$ cat src/gpio_port_pkg.sv
// constants for the shared parallel i/o port
package gpio_port_pkg;
  localparam int          PortWidth       = 16;
  localparam logic [31:0] PortMask        = 32'h0000_ffff;
  localparam logic [15:0] ImplementedBits = 16'hffff;
  localparam logic [15:0] DirReset        = 16'hffff;
  localparam logic [15:0] LatchReset      = 16'h0000;
  localparam logic [15:0] AnalogReset     = 16'h0000;
  localparam logic [11:0] DirOffset       = 12'h000;
  localparam logic [11:0] PinOffset       = 12'h004;
  localparam logic [11:0] LatchOffset     = 12'h008;
  localparam logic [11:0] AnalogOffset    = 12'h00c;
  localparam logic [11:0] OwnerOffset     = 12'h010;
  localparam logic [31:0] ReadZero        = 32'h0000_0000;
endpackage

$ cat src/shared_parallel_io_port.sv
// shared parallel i/o port with apb register access
//
// The implementer's own choices: the placing of the registers and register access over APB.
`timescale 1ns/1ps
module shared_parallel_io_port (
  input  wire logic        mclk,
  input  wire logic        reset,
  input  wire logic        psel,
  input  wire logic        penable,
  input  wire logic        pwrite,
  input  wire logic [11:0] paddr,
  input  wire logic [31:0] pwdata,
  output logic      [31:0] prdata,
  output logic             pready,
  output logic             pslverr,
  input  wire logic [15:0] pinIn,
  output logic      [15:0] pinOut,
  output logic      [15:0] pinOutEn,
  input  wire logic [15:0] periphEnable,
  input  wire logic [15:0] periphDriving,
  input  wire logic [15:0] periphOut,
  output logic      [15:0] analogEnable
);
  // register state
  logic [15:0] dir_q;

  logic [15:0] latch_q;

  logic [15:0] analog_q;

  logic [15:0] pinSync_q;

  // bus phase decode
  logic        setup;

  logic        access;

  logic        wrStrobe;

  logic        wrDir;

  logic        wrLatch;

  logic        wrAnalog;

  // pad mux results
  logic [15:0] owner;

  logic [15:0] padData;

  logic [15:0] padEnable;

  // read views, one per register
  logic [15:0] dirView;

  logic [15:0] latchView;

  logic [15:0] pinView;

  logic [15:0] analogView;

  logic [15:0] ownerView;

  logic [31:0] rdata_d;

  logic        rdHit_d;

  // word write data masked to implemented bits
  function automatic logic [15:0] implBits(input logic [31:0] v);

    implBits = v[15:0] & gpio_port_pkg::ImplementedBits;

  endfunction

  // a 16-bit view as a bus word, upper half reads zero
  function automatic logic [31:0] toWord(input logic [15:0] v);

    toWord = {16'h0000, v};

  endfunction

  // exact word address match
  function automatic logic isAddr(
    input logic [11:0] a,
    input logic [11:0] offset
  );

    isAddr = (a == offset);

  endfunction

  // mapped word addresses; anything else is refused
  function automatic logic isMapped(input logic [11:0] a);

    isMapped = isAddr(a, gpio_port_pkg::DirOffset) ||
               isAddr(a, gpio_port_pkg::PinOffset) ||
               isAddr(a, gpio_port_pkg::LatchOffset) ||
               isAddr(a, gpio_port_pkg::AnalogOffset) ||
               isAddr(a, gpio_port_pkg::OwnerOffset);

  endfunction

  // pad owner per pin: enabled and actively driving
  function automatic logic [15:0] ownedBits(
    input logic [15:0] enabled,
    input logic [15:0] driving
  );

    ownedBits = enabled & driving;

  endfunction

  // pin levels as software sees them; analog pins read low
  function automatic logic [15:0] digitalLevels(
    input logic [15:0] levels,
    input logic [15:0] analog
  );

    digitalLevels = levels & ~analog & gpio_port_pkg::ImplementedBits;

  endfunction

  // setup cycle: the read answer is prepared here
  assign setup = psel && !penable;

  // access cycle with ready high: the only edge at which a write lands
  assign access = psel && penable && pready;

  assign wrStrobe = access && pwrite;

  assign wrDir = wrStrobe && isAddr(paddr, gpio_port_pkg::DirOffset);

  // the pin-value address writes the latch as well
  assign wrLatch = wrStrobe &&
                   (isAddr(paddr, gpio_port_pkg::LatchOffset) ||
                    isAddr(paddr, gpio_port_pkg::PinOffset));

  assign wrAnalog = wrStrobe && isAddr(paddr, gpio_port_pkg::AnalogOffset);

  // input-only functions never own a pad, so the port stays the source
  assign owner = ownedBits(periphEnable, periphDriving);

  // one pad cell per pin; the peripheral has priority in both muxes
  for (genvar i = 0; i < gpio_port_pkg::PortWidth; i++) begin : gen_pad

    logic portDrives;

    assign portDrives = ~dir_q[i] & gpio_port_pkg::ImplementedBits[i];

    assign padData[i] = owner[i] ? periphOut[i] : latch_q[i];

    assign padEnable[i] = owner[i] | portDrives;

  end

  // direction register, a set bit keeps the port from driving that pad
  always_ff @(posedge mclk) begin

    if (reset) begin
      dir_q <= gpio_port_pkg::DirReset;
    end

    else if (wrDir) begin
      dir_q <= implBits(pwdata) | ~gpio_port_pkg::ImplementedBits;
    end

  end

  // latch written directly or through the pin-value address
  always_ff @(posedge mclk) begin

    if (reset) begin
      latch_q <= gpio_port_pkg::LatchReset;
    end

    else if (wrLatch) begin
      latch_q <= implBits(pwdata);
    end

  end

  // analog select, one bit per pin
  always_ff @(posedge mclk) begin

    if (reset) begin
      analog_q <= gpio_port_pkg::AnalogReset;
    end

    else if (wrAnalog) begin
      analog_q <= implBits(pwdata);
    end

  end

  // one stage only; inputs are already synchronous to mclk
  always_ff @(posedge mclk) begin

    if (reset) begin
      pinSync_q <= '0;
    end

    else begin
      pinSync_q <= pinIn;
    end

  end

  // pad data from a flip-flop, one cycle behind the mux
  always_ff @(posedge mclk) begin

    if (reset) begin
      pinOut <= '0;
    end

    else begin
      pinOut <= padData;
    end

  end

  // pad enable; reset leaves every pad undriven
  always_ff @(posedge mclk) begin

    if (reset) begin
      pinOutEn <= '0;
    end

    else begin
      pinOutEn <= padEnable;
    end

  end

  // digital inputs never reach the converter
  always_ff @(posedge mclk) begin

    if (reset) begin
      analogEnable <= '0;
    end

    else begin
      analogEnable <= analog_q;
    end

  end

  // read views; unimplemented bits read zero
  assign dirView = dir_q & gpio_port_pkg::ImplementedBits;

  assign latchView = latch_q & gpio_port_pkg::ImplementedBits;

  assign pinView = digitalLevels(pinSync_q, analog_q);

  assign analogView = analog_q & gpio_port_pkg::ImplementedBits;

  assign ownerView = owner & gpio_port_pkg::ImplementedBits;

  assign rdHit_d = isMapped(paddr);

  always_comb begin

    rdata_d = gpio_port_pkg::ReadZero;
    unique case (paddr)
      gpio_port_pkg::DirOffset: begin
        rdata_d = toWord(dirView);
      end

      gpio_port_pkg::LatchOffset: begin
        rdata_d = toWord(latchView);
      end

      gpio_port_pkg::PinOffset: begin
        rdata_d = toWord(pinView);
      end

      gpio_port_pkg::AnalogOffset: begin
        rdata_d = toWord(analogView);
      end

      gpio_port_pkg::OwnerOffset: begin
        rdata_d = toWord(ownerView);
      end

      default: begin
        rdata_d = gpio_port_pkg::ReadZero;
      end
    endcase

  end

  // read data stands only in the access cycle; writes read back zero
  always_ff @(posedge mclk) begin

    if (reset) begin
      prdata <= gpio_port_pkg::ReadZero;
    end

    else if (setup && !pwrite) begin
      prdata <= rdata_d;
    end

    else begin
      prdata <= gpio_port_pkg::ReadZero;
    end

  end

  // no wait states: ready follows every setup cycle
  // a read one idle cycle after a write sees settled registers
  always_ff @(posedge mclk) begin

    if (reset) begin
      pready <= 1'b0;
    end

    else begin
      pready <= setup;
    end

  end

  // refused only on an unmapped address, and only alongside ready
  always_ff @(posedge mclk) begin

    if (reset) begin
      pslverr <= 1'b0;
    end

    else begin
      pslverr <= setup && !rdHit_d;
    end

  end

endmodule // shared_parallel_io_port

$ cat config.mk
export PLATFORM = sky130hd
export DESIGN_NAME = shared_parallel_io_port
export DESIGN_NICKNAME = d
export VERILOG_FILES = /design/src/gpio_port_pkg.sv /design/src/shared_parallel_io_port.sv
export SDC_FILE = /design/constraint.sdc
export NUM_CORES = 1
export LEC_CHECK = 0
export BUFFER_PORTS_ARGS = -buffer_cell sky130_fd_sc_hd__clkbuf_2
export CAP_MARGIN = 25
export CORE_ASPECT_RATIO = 1.1
export CORE_MARGIN = 3
export CORE_UTILIZATION = 49
export DETAILED_ROUTE_END_ITERATION = 6
export GPL_ROUTABILITY_DRIVEN = 0
export GPL_TIMING_DRIVEN = 0
export PLACE_DENSITY = 0.92
export REMOVE_ABC_BUFFERS = 1
export SLEW_MARGIN = 40
export SYNTH_ARGS = -nofsm -noshare
export SYNTH_HDL_FRONTEND = slang
export SYNTH_SLANG_ARGS = --single-unit
$ cat constraint.sdc
create_clock -name mclk -period 2.1 [get_ports mclk]
set_input_delay 0.21 -clock mclk [delete_from_list [all_inputs] [get_ports mclk]]
set_output_delay 0.21 -clock mclk [all_outputs]
set_load 0.02 [all_outputs]
# Yosys cells after proc, flatten, opt, wreduce, memory -nomap -nowiden

Cells that the tools add are included.

Output and inout bits: 82
Logic and storage cells: 86
Bits in registers: 146

Multiplexer cells: 17
Reduce and logical (&&, ||, !) cells: 19
Bitwise logic cells: 36
Equal/unequal tests: 4

Operators with widths:

| operator              | count |
|---|---|
| $pmux W16 S5          | 1 |
| $and A16 B16 Y16      | 2 |
| $eq A12 B4 Y1 const B | 2 |
| $not A1 Y1            | 17 |
| $mux W1               | 16 |
| $not A16 Y16          | 1 |
| $or A1 B1 Y1          | 16 |
| $eq A12 B3 Y1 const B | 1 |
| $eq A12 B5 Y1 const B | 1 |
| $logic_not A12 Y1     | 1 |
| $logic_and A1 B1 Y1   | 9 |
| $logic_or A1 B1 Y1    | 5 |
| $logic_not A1 Y1      | 3 |
| $reduce_or A2 Y1      | 1 |

# Longest topological paths before layout

Depth in word-level cells: 7
Depth in mapped cells: 6

# Worst setup path after synthesis

No wires, ideal clock.

Kind: reg2reg
From: register pready
To: register dir_q[10], in the netlist dirView[10]
Library setup time: 0.072 ns
Period minus slack after synthesis: 1.660 ns
Data arrival time: 1.588 ns
Data required time: 2.028 ns
Stages on the path, launching flop included: 6
Setup slack: 0.440 ns
Path through: dfxtp_1 -> and4_1 -> nand4_4 -> nor3_4 -> buf_12 -> mux2i_1

Longest elaborated chain between the ends: 3

RTL lines:

| item                     | line                           | RTL |
|---|---|---|
| start: declaration       | shared_parallel_io_port.sv:14  | `output logic pready,` |
| start signal: assignment | shared_parallel_io_port.sv:317 | `pready <= setup;` |
| $logic_and A1 B1 Y1      | shared_parallel_io_port.sv:127 | `assign access = psel && penable && pready;` |
| $logic_and A1 B1 Y1      | shared_parallel_io_port.sv:129 | `assign wrStrobe = access && pwrite;` |
| $logic_and A1 B1 Y1      | shared_parallel_io_port.sv:131 | `assign wrDir = wrStrobe && isAddr(paddr, gpio_port_pkg::DirOffset);` |
| end signal: assignment   | shared_parallel_io_port.sv:160 | `dir_q <= gpio_port_pkg::DirReset;` |
| end signal: assignment   | shared_parallel_io_port.sv:164 | `dir_q <= implBits(pwdata) \| ~gpio_port_pkg::ImplementedBits;` |
| end: declaration         | shared_parallel_io_port.sv:25  | `logic [15:0] dir_q;` |

No other way between the ends.
A chain may end at the register's enable or synchronous reset.

# Worst setup path after layout

From: input port paddr[2]
To: register prdata[1]

Longest elaborated chain between the ends: 2

RTL lines:

| item                                  | line                           | RTL |
|---|---|---|
| start: declaration                    | shared_parallel_io_port.sv:11  | `input wire logic [11:0] paddr,` |
| $eq A12 B5 Y1 (tied with other cells) | shared_parallel_io_port.sv:263 | `unique case (paddr)` |
| $pmux W16 S5 *                        | shared_parallel_io_port.sv:263 |  |
| end signal: assignment                | shared_parallel_io_port.sv:295 | `prdata <= gpio_port_pkg::ReadZero;` |
| end signal: assignment                | shared_parallel_io_port.sv:299 | `prdata <= rdata_d;` |
| end signal: assignment                | shared_parallel_io_port.sv:303 | `prdata <= gpio_port_pkg::ReadZero;` |
| end: declaration                      | shared_parallel_io_port.sv:13  | `output logic [31:0] prdata,` |

Mark *: on every way between the ends. The rest lies on a longest branch, timed or not.

==> qor.csv <==
stage,metric,value,unit
status,outcome,finished clean,
power_and_ir_drop,post-layout-total-power,6.04,mW
yosys,post_synth_main_area_contributors,"sky130_fd_sc_hd__dfxtp_1, sky130_fd_sc_hd__mux2i_1, sky130_fd_sc_hd__nor2b_1",
flow_run,cap_violations,0,
yosys,synthesis.area,5110,um2
critical_path,cp.buffers_inverters,2,
yosys,number_of_instances_in_the_synthesized_netlist,526,
sta,max-slew-margin-rel,0.451,
global_routing,overflow,0,
placed_design,place.detailed.hpwl,9270,um
clock_tree,worstSkewPairLatency,530,ps
critical_path,cp_slowest_cell,sky130_fd_sc_hd__nor4_1,
global_routing,grt_first_pass_wirelength,25400,um
sta,number_of_max_slew_violations_in_the_final_report,0,
critical_path,cp_data_required_time,2570,ps
yosys,synth-edff-count,0,
route,drt_pass1_iterations,6,
floorplanning,io_pins,195,
critical_path,critical_path_peak_fanout,26,
critical_path,crit_path_start_kind,input port,
layout,final_cell_mix,"sky130_fd_sc_hd__clkbuf_2, sky130_fd_sc_hd__dfxtp_1, sky130_fd_sc_hd__dlygate4sd3_1, sky130_fd_sc_hd__nor2b_1",
yosys,yosysUniqueCellTypes,38,
sta,fmax,0.484,GHz
power_and_ir_drop,power.leakage,3.10,nW
power_and_ir_drop,powerDensity,801,nW/um2
route,drt-wirelength-per-cell,17.9,um
route,via_per_inst,5.39,
clock_tree,clk_pin_slew_worst_paths,60,ps
route,routed_wirelength,16600,um
sta,final_critical_period,2070,ps
critical_path,cp.arrival,2540,ps
clock_tree,clk_root_buffer_cell,sky130_fd_sc_hd__clkbuf_8,
layout,final_layout_size_suffix_gt1_frac,0.286,
yosys,postSynthRegisterBits,130,
layout,syn2layout_area_growth,47.3,%
yosys,postSynth.asyncResetShare,0,
power_and_ir_drop,worst_vdd_rail_ir_drop,0.476,mV
yosys,avgSynthCellArea,9.72,um2
sta,timing.final.hold_violations,0,
floorplanning,die_area,11700,um2
sta,finalCritPeriodShare,0.984,
critical_path,worst_path_largest_cell_delay,610,ps
global_routing,first_global_vias,5139,
floorplanning,initial_core_util,0.510,
sta,setup_violators_final,0,
yosys,dominantRegCellSynth,sky130_fd_sc_hd__dfxtp_1,
layout,layout_commonest_cell,sky130_fd_sc_hd__clkbuf_2,
sta,setup_repair_after_global_routing_missed_its_margin,yes,
critical_path,worstPathCellList,clkbuf_2 -> nor4_1 -> nand4_1 -> buf_6 -> o22ai_1 -> o21a_1,
floorplanning,fp-row-count,38,
layout,final_design_utilization,0.751,
clock_tree,tritoncts,built,
critical_path,critical_path.endpoint_type,register,
route,drt-initial-drc-count,293,
route,antenna_left,0,
floorplanning,die_height,113,um
route,routed-via-count,5003,
route,drc,0,
global_routing,grt_antenna_before_repair,2,
critical_path,critical_path.top_delay_family,simple AND/OR/NAND/NOR gates,
global_routing,grt_max_degree,77,
global_routing,gr-usage-all-layers,0.289,
clock_tree,clock_path_buffers,2,
yosys,synth_top_area_frac,0.509,
yosys,synth_seq_area_share,0.509,
layout,fin_nets,886,
sta,skew,6.90,ps
clock_tree,clock-sinks,130,
worst_hold_path,hold_class,in2reg,
floorplanning,core,10000,um2
floorplanning,die_width,103,um
clock_tree,htree_levels,4,
yosys,yosysWarnings,0,
clock_tree,cts_buffers,17,
sta,tightestPinTransition,824,ps
placed_design,io_buffer_count,162,
critical_path,timing.setup.critical_path_class,in2reg,
yosys,synth_area_leader_cell,sky130_fd_sc_hd__dfxtp_1,
[synth_stat cells, types with 2 or more instances]
| cell | number |
|---|---|
| sky130_fd_sc_hd__nor3_4 | 2 |
| sky130_fd_sc_hd__dfxtp_1 | 130 |
| sky130_fd_sc_hd__nor3_2 | 2 |
| sky130_fd_sc_hd__o21a_1 | 13 |
| sky130_fd_sc_hd__nand3_1 | 17 |
| sky130_fd_sc_hd__nand2_1 | 35 |
| sky130_fd_sc_hd__mux2i_1 | 32 |
| sky130_fd_sc_hd__o21ai_1 | 10 |
| sky130_fd_sc_hd__nand4_1 | 4 |
| sky130_fd_sc_hd__and2_1 | 2 |
| sky130_fd_sc_hd__mux2_2 | 15 |
| sky130_fd_sc_hd__nor4bb_1 | 2 |
| sky130_fd_sc_hd__a21oi_1 | 32 |
| sky130_fd_sc_hd__a22oi_1 | 15 |
| sky130_fd_sc_hd__a31oi_1 | 2 |
| sky130_fd_sc_hd__nor3b_1 | 13 |
| sky130_fd_sc_hd__nor2b_1 | 36 |
| sky130_fd_sc_hd__clkbuf_1 | 23 |
| sky130_fd_sc_hd__or3_1 | 2 |
| sky130_fd_sc_hd__nor2_1 | 35 |
| sky130_fd_sc_hd__nand2b_1 | 32 |
| sky130_fd_sc_hd__o22ai_1 | 15 |
| sky130_fd_sc_hd__buf_2 | 4 |
| sky130_fd_sc_hd__o21ai_0 | 23 |
| sky130_fd_sc_hd__buf_4 | 17 |
[flip-flops by register name, indices dropped and copies added, names as in the netlist]
| signal | count |
|---|---|
| dirView | 16 |
| pready | 1 |
| pinOut | 16 |
| latchView | 16 |
| pslverr | 1 |
| pinSync_q | 16 |
| pinOutEn | 16 |
| prdata | 16 |
| analogView | 16 |
| analogEnable | 16 |
[routing by layer]
metal / global-route usage / share of wire / vias up / wire [um]
met4: 0.174 / 0.052 / 0 / 871
met2: 0.491 / 0.51 / 315 / 8550
met3: 0.0986 / 0.083 / 92 / 1370
met5: 0 / 0 / - / 0
li1: - / - / 2299 / -
met1: 0.301 / 0.35 / 2297 / 5810
[final cells by class]
type,instances,area (um2)
sequential,130,2600
fill,650,2500
multi-input combinational,364,2320
timing repair buffer,259,1820
clock buffer,23,477
tap,140,175
clock inverter,9,128
antenna,2,5.00
inverter,1,3.75
[final timing paths]
check	startpoint	end	slack (ps)	depth (start not counted)
setup / recovery	paddr[2]	prdata[1]	30	6
hold / removal	periphEnable[11]	pinOut[11]	40	4
setup reg to reg	pready	analogView[15]	120	4
hold reg to reg	dirView[12]	pinOutEn[12]	470	1
[cell families after synthesis]
group / after synthesis / share of synthesized area
AOI/OAI and AO/OA: 111 / 0.127
xor gates and xnor gates: 1 / 0.00171
buffers and inverters: 47 / 0.0526
DFF: 130 / 0.509
muxes: 48 / 0.100
other: 1 / 0.000733
and+or+nand+nor: 188 / 0.209
[power by group]
group / leakage (nW) / switching [mW] / internal [mW]
clock: 0.290 / 1.07 / 1.93
combinational: 1.75 / 0.269 / 0.254
sequential: 1.06 / 0.0115 / 2.51
total: 3.10 / 1.35 / 4.69
[tightest hold or removal path, delay by kind of cell]
family                 cells  cell delay [ps]
buffers and inverters      1               90
and+or+nand+nor            2              150
AOI/OAI and AO/OA          1               60
[through the flow]
| stage | std cells | setup TNS (ps) | setup WS, ps | instance area (um2) | hold slack, ps |
|---|---|---|---|---|---|
| floorplan | 495 | 0 | 235 | 4900 | 279 |
| CTS | 924 | 0 | 45.5 | 7490 | 8.10 |
| finish | 928 | 0 | 32.9 | 7530 | 42.0 |
| global route | 928 | -2.27 | -2.27 | 7530 | 20.8 |
| detailed placement | 802 | -11040 | -404 | 5990 | 422 |
| global placement | 797 | -30620 | -1050 | 5890 | 422 |
[what timing repair did]
action / in CTS / in global routing
hold buffers: 90 / 0
endpoints found under the setup margin: 0 / 4
hold endpoints to repair: 94 / 0
gates resized for setup: 0 / 1
setup buffers: 0 / 1
No activity file was read; power rests on OpenSTA's default activity.
